==> src/wdtm_pkg.sv <==
package wdtm_pkg;

  // ----------------------------------------------------------------
  // Register map
  // ----------------------------------------------------------------
  localparam int         AXI_AW          = 8;
  localparam logic [7:0] OFF_WATCHDOG_CONTROL_REG       = 8'h00;
  localparam logic [7:0] OFF_CKCON       = 8'h04;
  localparam logic [7:0] OFF_TA          = 8'h08;
  localparam logic [7:0] OFF_IRQ_CTRL    = 8'h0C;
  localparam logic [7:0] OFF_INT_STATUS  = 8'h10;
  localparam logic [7:0] OFF_INT_CLEAR   = 8'h14;
  localparam logic [7:0] OFF_INT_ENABLE  = 8'h18;

  // ----------------------------------------------------------------
  // Field positions
  // ----------------------------------------------------------------
  localparam int RESTART_BIT     = 0;
  localparam int RST_EN_BIT      = 1;
  localparam int RST_FLAG_BIT    = 2;
  localparam int TIMEOUT_BIT     = 3;
  localparam int RUN_BIT         = 4;
  localparam int SEL_LO_BIT      = 6;
  localparam int SEL_HI_BIT      = 7;
  localparam int WD_IE_BIT       = 0;
  localparam int GIE_BIT         = 1;
  localparam int ST_TIMEOUT      = 0;
  localparam int ST_WDRST        = 1;
  localparam int ST_N            = 2;

  // ----------------------------------------------------------------
  // Reset values and keys
  // ----------------------------------------------------------------
  localparam logic [1:0] SEL_RST_VAL     = 2'h0;
  localparam logic [1:0] IRQC_RST_VAL    = 2'h0;
  localparam logic [1:0] INT_EN_RST_VAL  = 2'h0;
  localparam logic [7:0] TA_KEY1         = 8'hAA;
  localparam logic [7:0] TA_KEY2         = 8'h55;
  localparam logic [1:0] RESP_OKAY       = 2'h0;
  localparam logic [1:0] RESP_SLVERR     = 2'h2;

  // ----------------------------------------------------------------
  // Timing
  // ----------------------------------------------------------------
  localparam int CLK_HZ              = 25_000_000;
  localparam int INTERVAL_CLKS_0     = 131072;
  localparam int INTERVAL_CLKS_1     = 1048576;
  localparam int INTERVAL_CLKS_2     = 8388608;
  localparam int INTERVAL_CLKS_3     = 67108864;
  localparam int POST_TIMEOUT_CLKS   = 512;
  localparam int MACHINE_CYCLE_CLKS  = 4;
  localparam int RST_HOLD_MCYCLES    = 2;
  localparam int RST_HOLD_CLKS       = RST_HOLD_MCYCLES * MACHINE_CYCLE_CLKS;

  typedef enum logic [1:0] {
    TA_IDLE = 2'b00,
    TA_HALF = 2'b01,
    TA_OPEN = 2'b10
  } wdtm_ta_t;

endpackage : wdtm_pkg

==> src/wdtm_irq_bank.sv <==
`timescale 1ns/100ps
module wdtm_irq_bank
  import wdtm_pkg::*;
#(
  parameter int N = ST_N
) (
  input  wire logic         clk,
  input  wire logic         rst_n,
  input  wire logic         ce,
  input  wire logic [N-1:0] event_set,
  input  wire logic         clr_we,
  input  wire logic         en_we,
  input  wire logic [N-1:0] wdata,
  output logic      [N-1:0] status,
  output logic      [N-1:0] enable,
  output logic              irq
);

  typedef struct packed {
    logic [N-1:0] status;
    logic [N-1:0] enable;
  } wdtm_bank_t;

  wdtm_bank_t s;
  wdtm_bank_t next_s;

  if (N < 1 || N > 32) begin : g_bad_n
    $error("wdtm_irq_bank: N out of range");
  end

  always_comb begin
    next_s = s;
    // Set wins: a clear in the same cycle never hides a new event
    if (clr_we) begin
      next_s.status = s.status & ~wdata;
    end
    next_s.status = next_s.status | event_set;
    if (en_we) begin
      next_s.enable = wdata;
    end
  end

  always_ff @(posedge clk or negedge rst_n) begin
    if (!rst_n) begin
      s.status <= '0;
      s.enable <= N'(INT_EN_RST_VAL);
    end else if (ce) begin
      s <= next_s;
    end
  end

  assign status = s.status;
  assign enable = s.enable;
  assign irq    = |(s.status & s.enable);

endmodule : wdtm_irq_bank

==> src/wdtm_watchdog.sv <==
// Our own choices: the AXI4-Lite slave port and the placing of the registers.
`timescale 1ns/100ps
// Notes on behaviour
// - Watchdog is a free-running system clock counter, interval selectable.
// - Two-bit interval select sits in clock control bits 7 and 6.
// - Codes 00..11 select 2^17, 2^20, 2^23, 2^26 clocks from last restart.
// - Interval elapsed sets timeout flag, control register bit 3.
// - Watchdog interrupt needs its own enable and the global enable.
// - Interrupt and reset functions are independent of each other.
// - Writing one to restart bit clears count; bit reads back zero.
// - Reset system 512 clocks after timeout if enabled and not restarted.
// - Watchdog reset lasts two machine cycles and sets reset flag bit 2.
// - Timeout flag is set every interval even with interrupt and reset off.
// - Power-on or power-fail reset disables the watchdog.
// - Watchdog-caused reset keeps watchdog on, restarts count from zero.
// - Timeout flag is cleared by software write or by any reset.
// - Reset flag cleared by software, power-on or power-fail; kept while reset off.
// - Clearing reset enable stops only the reset; counter keeps running.
// - Reset enable, timeout flag and restart writes need the timed unlock.
module wdtm_watchdog
  import wdtm_pkg::*;
#(
  parameter int unsigned INTERVAL_0 = INTERVAL_CLKS_0,
  parameter int unsigned INTERVAL_1 = INTERVAL_CLKS_1,
  parameter int unsigned INTERVAL_2 = INTERVAL_CLKS_2,
  parameter int unsigned INTERVAL_3 = INTERVAL_CLKS_3,
  parameter int          CNT_W      = 27
) (
  input  wire logic              SYS_CLK,
  input  wire logic              RSTN,
  input  wire logic              CE,
  input  wire logic              PWR_FAIL,
  input  wire logic [AXI_AW-1:0] AWADDR,
  input  wire logic              AWVALID,
  output logic                   AWREADY,
  input  wire logic [31:0]       WDATA,
  input  wire logic [3:0]        WSTRB,
  input  wire logic              WVALID,
  output logic                   WREADY,
  output logic [1:0]             BRESP,
  output logic                   BVALID,
  input  wire logic              BREADY,
  input  wire logic [AXI_AW-1:0] ARADDR,
  input  wire logic              ARVALID,
  output logic                   ARREADY,
  output logic [31:0]            RDATA,
  output logic [1:0]             RRESP,
  output logic                   RVALID,
  input  wire logic              RREADY,
  output logic                   WDT_IRQ,
  output logic                   IRQ,
  output logic                   WDT_RST
);

  // ----------------------------------------------------------------
  // Elaboration checks
  // ----------------------------------------------------------------
  if (INTERVAL_0 <= POST_TIMEOUT_CLKS || INTERVAL_1 <= POST_TIMEOUT_CLKS ||
      INTERVAL_2 <= POST_TIMEOUT_CLKS || INTERVAL_3 <= POST_TIMEOUT_CLKS)
  begin : g_bad_interval
    $error("wdtm_watchdog: interval must exceed post-timeout wait");
  end
  if (CNT_W < 11 || CNT_W > 31 || INTERVAL_3 > (32'd1 << CNT_W))
  begin : g_bad_width
    $error("wdtm_watchdog: counter width cannot hold interval");
  end

  // ----------------------------------------------------------------
  // State
  // ----------------------------------------------------------------
  typedef struct packed {
    logic              aw_got;
    logic [AXI_AW-1:0] aw_addr;
    logic              w_got;
    logic [7:0]        w_data;
    logic              w_lane0;
    logic              bvalid;
    logic [1:0]        bresp;
    logic              rvalid;
    logic [31:0]       rdata;
    logic [1:0]        rresp;
    logic [1:0]        sel;
    logic              run;
    logic              rst_en;
    logic              timeout_flag;
    logic              wd_rst_flag;
    logic              wd_ie;
    logic              gie;
    wdtm_ta_t          ta;
    logic [CNT_W-1:0]  cnt;
    logic              post;
    logic [9:0]        post_cnt;
    logic [3:0]        hold_cnt;
    logic              rst_out;
  } wdtm_state_t;

  localparam logic [9:0] POST_LAST = 10'(POST_TIMEOUT_CLKS - 1);
  localparam logic [3:0] HOLD_LAST = 4'(RST_HOLD_CLKS - 1);

  wdtm_state_t s;
  wdtm_state_t next_s;
  logic        rst_meta;
  logic        rst_n;

  // ----------------------------------------------------------------
  // Reset synchroniser
  // ----------------------------------------------------------------
  always_ff @(posedge SYS_CLK or negedge RSTN) begin
    if (!RSTN) begin
      rst_meta <= 1'b0;
      rst_n    <= 1'b0;
    end else if (CE) begin
      rst_meta <= 1'b1;
      rst_n    <= rst_meta;
    end
  end

  // ----------------------------------------------------------------
  // Bus decode helpers
  // ----------------------------------------------------------------
  logic              do_write;
  logic [7:0]        waddr;
  logic [7:0]        raddr;
  logic              wr_watchdog_control_reg;
  logic              wr_ckcon;
  logic              wr_ta;
  logic              wr_irqc;
  logic              wr_int_clr;
  logic              wr_int_en;
  logic              w_mapped;
  logic              unlocked;
  logic [CNT_W-1:0]  limit;
  logic              timeout_ev;
  logic              fire;
  logic [ST_N-1:0]   st_status;
  logic [ST_N-1:0]   st_enable;
  logic [ST_N-1:0]   st_events;
  logic [7:0]        watchdog_control_reg_rd;

  assign do_write   = s.aw_got && s.w_got && !s.bvalid;
  assign waddr      = 8'({s.aw_addr[AXI_AW-1:2], 2'b00});
  assign raddr      = 8'({ARADDR[AXI_AW-1:2], 2'b00});
  assign wr_watchdog_control_reg   = do_write && s.w_lane0 && waddr == OFF_WATCHDOG_CONTROL_REG;
  assign wr_ckcon   = do_write && s.w_lane0 && waddr == OFF_CKCON;
  assign wr_ta      = do_write && s.w_lane0 && waddr == OFF_TA;
  assign wr_irqc    = do_write && s.w_lane0 && waddr == OFF_IRQ_CTRL;
  assign wr_int_clr = do_write && s.w_lane0 && waddr == OFF_INT_CLEAR;
  assign wr_int_en  = do_write && s.w_lane0 && waddr == OFF_INT_ENABLE;
  assign unlocked   = s.ta == TA_OPEN;

  always_comb begin
    w_mapped = 1'b1;
    if (waddr == OFF_WATCHDOG_CONTROL_REG || waddr == OFF_CKCON || waddr == OFF_TA) begin
      w_mapped = 1'b1;
    end else if (waddr == OFF_IRQ_CTRL || waddr == OFF_INT_CLEAR) begin
      w_mapped = 1'b1;
    end else if (waddr == OFF_INT_ENABLE || waddr == OFF_INT_STATUS) begin
      w_mapped = 1'b1;
    end else begin
      w_mapped = 1'b0;
    end
  end

  // ----------------------------------------------------------------
  // Interval select
  // ----------------------------------------------------------------
  always_comb begin
    case (s.sel)
      2'b00:   limit = CNT_W'(INTERVAL_0 - 1);
      2'b01:   limit = CNT_W'(INTERVAL_1 - 1);
      2'b10:   limit = CNT_W'(INTERVAL_2 - 1);
      default: limit = CNT_W'(INTERVAL_3 - 1);
    endcase
  end

  // Timeout fires whatever the enables say
  assign timeout_ev = s.run && !s.rst_out && s.cnt == limit;
  // Reset only with reset enable; interrupt path is separate
  assign fire = s.post && s.post_cnt == POST_LAST && s.rst_en;
  assign st_events = {fire, timeout_ev};

  // ----------------------------------------------------------------
  // Next state
  // ----------------------------------------------------------------
  always_comb begin
    next_s = s;

    // AXI write channels, taken in either order
    if (AWVALID && AWREADY) begin
      next_s.aw_got  = 1'b1;
      next_s.aw_addr = AWADDR;
    end
    if (WVALID && WREADY) begin
      next_s.w_got   = 1'b1;
      next_s.w_data  = WDATA[7:0];
      next_s.w_lane0 = WSTRB[0];
    end
    if (do_write) begin
      next_s.aw_got = 1'b0;
      next_s.w_got  = 1'b0;
      next_s.bvalid = 1'b1;
      next_s.bresp  = w_mapped ? RESP_OKAY : RESP_SLVERR;
    end else if (s.bvalid && BREADY) begin
      next_s.bvalid = 1'b0;
    end

    // AXI read channel
    if (ARVALID && ARREADY) begin
      next_s.rvalid = 1'b1;
      next_s.rresp  = RESP_OKAY;
      if (raddr == OFF_WATCHDOG_CONTROL_REG) begin
        next_s.rdata = {24'h0, watchdog_control_reg_rd};
      end else if (raddr == OFF_CKCON) begin
        next_s.rdata = {24'h0, s.sel, 6'h00};
      end else if (raddr == OFF_IRQ_CTRL) begin
        next_s.rdata = {30'h0, s.gie, s.wd_ie};
      end else if (raddr == OFF_INT_STATUS) begin
        next_s.rdata = 32'(st_status);
      end else if (raddr == OFF_INT_ENABLE) begin
        next_s.rdata = 32'(st_enable);
      end else if (raddr == OFF_TA || raddr == OFF_INT_CLEAR) begin
        next_s.rdata = 32'h0;
      end else begin
        next_s.rdata = 32'h0;
        next_s.rresp = RESP_SLVERR;
      end
    end else if (s.rvalid && RREADY) begin
      next_s.rvalid = 1'b0;
    end

    // Timed access: key pair opens one following register write
    if (wr_ta) begin
      if (s.w_data == TA_KEY1) begin
        next_s.ta = TA_HALF;
      end else if (s.ta == TA_HALF && s.w_data == TA_KEY2) begin
        next_s.ta = TA_OPEN;
      end else begin
        next_s.ta = TA_IDLE;
      end
    end else if (do_write) begin
      next_s.ta = TA_IDLE;
    end

    // Control writes; reset enable and timeout flag clear need the unlock
    if (wr_ckcon) begin
      next_s.sel = {s.w_data[SEL_HI_BIT], s.w_data[SEL_LO_BIT]};
    end
    if (wr_irqc) begin
      next_s.wd_ie = s.w_data[WD_IE_BIT];
      next_s.gie   = s.w_data[GIE_BIT];
    end
    if (wr_watchdog_control_reg && !s.w_data[RST_FLAG_BIT]) begin
      next_s.wd_rst_flag = 1'b0;
    end
    if (wr_watchdog_control_reg && unlocked) begin
      next_s.rst_en = s.w_data[RST_EN_BIT];
      if (!s.w_data[TIMEOUT_BIT]) begin
        next_s.timeout_flag = 1'b0;
      end
    end

    // Free-running divider chain
    if (s.run && !s.rst_out) begin
      next_s.cnt = timeout_ev ? '0 : s.cnt + 1'b1;
    end
    if (timeout_ev) begin
      next_s.timeout_flag = 1'b1;
      next_s.post         = 1'b1;
      next_s.post_cnt     = '0;
    end else if (s.post) begin
      next_s.post_cnt = s.post_cnt + 1'b1;
      if (s.post_cnt == POST_LAST) begin
        next_s.post = 1'b0;
      end
    end

    // Watchdog-caused system reset
    if (fire) begin
      next_s.rst_out      = 1'b1;
      next_s.hold_cnt     = '0;
      next_s.wd_rst_flag  = 1'b1;
      next_s.timeout_flag = 1'b0;
      next_s.cnt          = '0;
    end else if (s.rst_out) begin
      next_s.hold_cnt = s.hold_cnt + 1'b1;
      if (s.hold_cnt == HOLD_LAST) begin
        next_s.rst_out = 1'b0;
      end
    end

    // Restart wins over a timeout in the same cycle
    if (wr_watchdog_control_reg && unlocked && s.w_data[RESTART_BIT]) begin
      next_s.run      = 1'b1;
      next_s.cnt      = '0;
      next_s.post     = 1'b0;
      next_s.post_cnt = '0;
    end

    // Power-fail acts as power-on for the watchdog
    if (PWR_FAIL) begin
      next_s.run          = 1'b0;
      next_s.rst_en       = 1'b0;
      next_s.timeout_flag = 1'b0;
      next_s.wd_rst_flag  = 1'b0;
      next_s.cnt          = '0;
      next_s.post         = 1'b0;
      next_s.post_cnt     = '0;
      next_s.rst_out      = 1'b0;
      next_s.hold_cnt     = '0;
      next_s.sel          = SEL_RST_VAL;
    end
  end

  // ----------------------------------------------------------------
  // State register
  // ----------------------------------------------------------------
  always_ff @(posedge SYS_CLK or negedge rst_n) begin
    if (!rst_n) begin
      s              <= '0;
      s.bresp        <= RESP_OKAY;
      s.rresp        <= RESP_OKAY;
      s.sel          <= SEL_RST_VAL;
      s.wd_ie        <= IRQC_RST_VAL[WD_IE_BIT];
      s.gie          <= IRQC_RST_VAL[GIE_BIT];
      s.ta           <= TA_IDLE;
      s.run          <= 1'b0;
      s.rst_en       <= 1'b0;
      s.timeout_flag <= 1'b0;
      s.wd_rst_flag  <= 1'b0;
    end else if (CE) begin
      s <= next_s;
    end
  end

  // ----------------------------------------------------------------
  // Interrupt status bank
  // ----------------------------------------------------------------
  wdtm_irq_bank #(
    .N (ST_N)
  ) u_irq_bank (
    .clk       (SYS_CLK),
    .rst_n     (rst_n),
    .ce        (CE),
    .event_set (st_events),
    .clr_we    (wr_int_clr),
    .en_we     (wr_int_en),
    .wdata     (s.w_data[ST_N-1:0]),
    .status    (st_status),
    .enable    (st_enable),
    .irq       (IRQ)
  );

  // ----------------------------------------------------------------
  // Outputs
  // ----------------------------------------------------------------
  // Restart bit is never stored, so it always reads zero
  always_comb begin
    watchdog_control_reg_rd               = 8'h00;
    watchdog_control_reg_rd[RUN_BIT]      = s.run;
    watchdog_control_reg_rd[TIMEOUT_BIT]  = s.timeout_flag;
    watchdog_control_reg_rd[RST_FLAG_BIT] = s.wd_rst_flag;
    watchdog_control_reg_rd[RST_EN_BIT]   = s.rst_en;
  end

  // Readies drop with CE so no beat is taken while state is frozen
  assign AWREADY = CE && rst_n && !s.aw_got && !s.bvalid;
  assign WREADY  = CE && rst_n && !s.w_got && !s.bvalid;
  assign ARREADY = CE && rst_n && !s.rvalid;
  assign BVALID  = s.bvalid;
  assign BRESP   = s.bresp;
  assign RVALID  = s.rvalid;
  assign RDATA   = s.rdata;
  assign RRESP   = s.rresp;
  assign WDT_IRQ = s.timeout_flag && s.wd_ie && s.gie;
  assign WDT_RST = s.rst_out;

endmodule : wdtm_watchdog

==> config.mk <==
export PLATFORM = sky130hd
export DESIGN_NAME = wdtm_watchdog
export DESIGN_NICKNAME = d
export VERILOG_FILES = /design/src/wdtm_pkg.sv /design/src/wdtm_irq_bank.sv /design/src/wdtm_watchdog.sv
export SDC_FILE = /design/constraint.sdc
export NUM_CORES = 1
export LEC_CHECK = 0
export ABC_CLOCK_PERIOD_IN_PS = 3900
export BUFFER_PORTS_ARGS = -buffer_cell sky130_fd_sc_hd__clkbuf_2
export CAP_MARGIN = 20
export CORE_MARGIN = 2
export CORE_UTILIZATION = 40
export DETAILED_ROUTE_END_ITERATION = 16
export PLACE_DENSITY_LB_ADDON = 0.15
export SLEW_MARGIN = 5
export SYNTH_ARGS = -nofsm -noshare
export SYNTH_HDL_FRONTEND = slang
export SYNTH_SLANG_ARGS = --single-unit
==> constraint.sdc <==
create_clock -name SYS_CLK -period 3.9 [get_ports SYS_CLK]
set_clock_uncertainty 0.15 [all_clocks]
set_input_delay 1.17 -clock SYS_CLK [delete_from_list [all_inputs] [get_ports SYS_CLK]]
set_output_delay 1.17 -clock SYS_CLK [all_outputs]
set_load 0.05 [all_outputs]
==> impl_metrics.env <==
export IMPL_status="finished, final reports clean"
export IMPL_rsz0062_at_grt="false"
export IMPL_path_class="in -> out"
export IMPL_final_hold_viol_count=0
export IMPL_post_cts_buffers=0
export IMPL_mostFrequentLayoutCells="dfrtp_1 (86), nand2_1 (68), clkbuf_2 (46)"
export IMPL_synth_top_cell_area_share=0.464
export IMPL_finalSetupViolations=0
export IMPL_pwr_share_comb=0.174
export IMPL_worstRegToRegCells=6
export IMPL_hp_class="reg -> async"
export IMPL_powerDensity_nw_per_um2=486
export IMPL_drt_initial_drc_count=250
export IMPL_fin_nets=601
export IMPL_relSlewSlack=0.523
export IMPL_insertion_delay_ns=0.34
export IMPL_worst_pin_slew_ns=0.716
export IMPL_synth_avg_cell_area_um2=9.45
export IMPL_ys_types=57
export IMPL_synth_area_um2=4700
export IMPL_io_pins=105
export IMPL_synth_edf_count=0
export IMPL_required_ns=2.58
export IMPL_cts_root_buf="clkbuf_16"
export IMPL_synthCells=497
export IMPL_rrSetupSlack_ns=1.18
export IMPL_die_h_um=112
export IMPL_start_util=0.411
export IMPL_worstPathArrival_ns=2.00
export IMPL_cpMaxStageDelayCell="clkbuf_2"
export IMPL_yosysSeqAreaShare=0.464
export IMPL_ys_flop_type="dfrtp_1"
export IMPL_p_int_w=0.00177
export IMPL_grt_first_pass_wirelength_um=18200
export IMPL_die_x_um=112
export IMPL_cts_buffer_depth=2
export IMPL_grt_max_degree=87
export IMPL_vias=3794
export IMPL_dpl_hpwl_um=7290
export IMPL_final_setup_worst_slack_ns=0.578
export IMPL_worst_setup_path_start_kind="input port"
export IMPL_synth_top_area_cell="dfrtp_1"
export IMPL_r2r_end="s[37]$_DFFE_PN0P_"
export IMPL_cp_max_fo=3
export IMPL_antenna_left=0
export IMPL_synth_area_leaders="dfrtp_1 (46%), buf_4 (5.8%), nand2_1 (5.4%)"
export IMPL_routed_wl_um=10600
export IMPL_via_per_inst=5.54
export IMPL_layout_commonest_cell="dfrtp_1"
export IMPL_cts_tree="yes"
export IMPL_max_vdd_ir_drop_uv=322
export IMPL_period_minus_slack_ns=3.32
export IMPL_post_cts_resized=0
export IMPL_numCtsBuffers=9
export IMPL_slew_violations=0
export IMPL_grt_pass1_vias=3577
export IMPL_power_switching_w=0.000797
export IMPL_core_um2=11400
export IMPL_max_freq_mhz=301
export IMPL_path_clk_slew_ns=0.07
export IMPL_track_usage=0.176
export IMPL_die_area_um2=12600
export IMPL_pwr_share_clk=0.367
export IMPL_antenna_found_initial=0
export IMPL_worst_setup_path_end_kind="output pin"
export IMPL_cp_common_cell="clkbuf_2"
export IMPL_seqPwrFrac=0.459
export IMPL_htree_levels=3
export IMPL_synth_async_reset_ratio=1.00
export IMPL_n_antenna_cell=0
export IMPL_wl_per_cell_um=15.4
export IMPL_fin_util=0.463
export IMPL_p_leak_nw=2.30
export IMPL_cts_hold_buf=0
export IMPL_overflow=0
export IMPL_rows=39
export IMPL_worstPathCellList="clkbuf_2 -> nand2_1 -> nor3_1 -> clkbuf_2"
export IMPL_worstReg2RegStart="s[37]$_DFFE_PN0P_"
export IMPL_firstDrtPassIters=4
export IMPL_ys_ff_latch=87
export IMPL_yosysWarningCount=0
export IMPL_numPortBuffers=46
export IMPL_area_delta_synth_final_pct=12.6
export IMPL_fin_crit_sh=0.852
export IMPL_slowest_delay_ns=0.33
export IMPL_clock_sinks=87
export IMPL_drive_gt1_frac=0.192
export IMPL_swShare=0.310
export IMPL_dp_slack_ns=0.603
export IMPL_gp_congestion=0.801
export IMPL_drv_cap=0
export IMPL_drc_errors=0
==> per-stage QoR <==
stage               TNS [ns]  hold slack (ns)  total power, W  cell area, µm²  std cells
floorplan             -0.235            0.281         0.00153            4790        523
global placement           0            0.295         0.00163            4940        668
detailed placement         0            0.310         0.00164            4940        668
CTS                        0            0.328         0.00260            5270        684
global route               0            0.345         0.00270            5290        685
finish                     0            0.282         0.00257            5290        685
==> worst max path at each step <==
stage                 startpoint  cells past startpoint  slack [ns]                end
2_1_floorplan  rst_n$_DFFE_PN0P_                      2       -0.12            AWREADY
3_3_place_gp            PWR_FAIL                      6        0.63  s[32]$_DFFE_PN0P_
3_5_place_dp            PWR_FAIL                      6        0.60  s[21]$_DFFE_PN0P_
4_1_cts                       CE                      4        0.60             WREADY
5_1_grt                       CE                      4        0.53            AWREADY
6_report                      CE                      4        0.58             WREADY
==> synthesized netlist by cell type (3+ instances only) <==
| library cell | n |
|---|---|
| and2_1 | 3 |
| clkbuf_1 | 14 |
| nor3_1 | 8 |
| o31ai_1 | 10 |
| mux2i_1 | 6 |
| a32o_1 | 3 |
| or3_1 | 15 |
| a31oi_1 | 4 |
| nor4_1 | 4 |
| inv_1 | 13 |
| a2bb2oi_1 | 4 |
| nand4b_1 | 4 |
| buf_2 | 4 |
| and3_1 | 8 |
| o311ai_1 | 4 |
| o21ai_1 | 14 |
| or2_2 | 4 |
| nor2_1 | 21 |
| a21oi_1 | 26 |
| buf_4 | 36 |
| ha_1 | 3 |
| or4_1 | 5 |
| a22o_1 | 6 |
| o21ai_0 | 20 |
| mux2_2 | 20 |
| nand3_1 | 25 |
| o2bb2ai_1 | 8 |
| dfrtp_1 | 87 |
| nand2_1 | 68 |
| nand4_1 | 12 |
==> power by group through the flow <==
stage / Combinational, W / Sequential, W / Clock, W
2_1_floorplan: 0.000378 / 0.00116 / 0
3_3_place_gp: 0.000440 / 0.00119 / 0
3_5_place_dp: 0.000450 / 0.00119 / 0
4_1_cts: 0.000450 / 0.00118 / 0.000971
5_1_grt: 0.000488 / 0.00120 / 0.00101
6_report: 0.000446 / 0.00118 / 0.000944
==> state kept, by name, indices dropped and copies added (netlist names) <==
signal,count
WDT_RST,1
RRESP,1
BVALID,1
RVALID,1
rst_meta,1
u_irq_bank.status,2
s,69
BRESP,1
rst_n,1
RDATA,7
u_irq_bank.enable,2
==> cell families after synthesis <==
group / synth area share
buffers and inverters: 0.0842
adders and majority gates: 0.00799
AOI/OAI and AO/OA: 0.163
xor gates and xnor gates: 0.00373
DFF: 0.464
muxes: 0.0608
other: 0.000799
and+or+nand+nor: 0.216
==> cell type report <==
class | count | area, µm²
Clock buffer | 9 | 225
Tap cell | 143 | 179
Fill cell | 1126 | 6130
Inverter | 14 | 52.6
Sequential cell | 87 | 2180
Clock inverter | 7 | 103
Multi-Input combinational cell | 368 | 2220
Timing Repair Buffer | 57 | 325
==> worst max-delay path: cells and delay by family <==
| family | cells | cell delay, ns |
|---|---|---|
| buf+inv | 2 | 0.42 |
| simple gates | 2 | 0.41 |
==> layer usage <==
| layer | GRT usage | vias up | routed length, µm |
|---|---|---|---|
| li1 | - | 1841 | - |
| met5 | 0 | - | 0 |
| met4 | 0.0455 | 0 | 74 |
| met1 | 0.250 | 1877 | 5110 |
| met2 | 0.282 | 72 | 5040 |
| met3 | 0.0308 | 4 | 318 |
No activity file was read; power rests on OpenSTA's default activity.
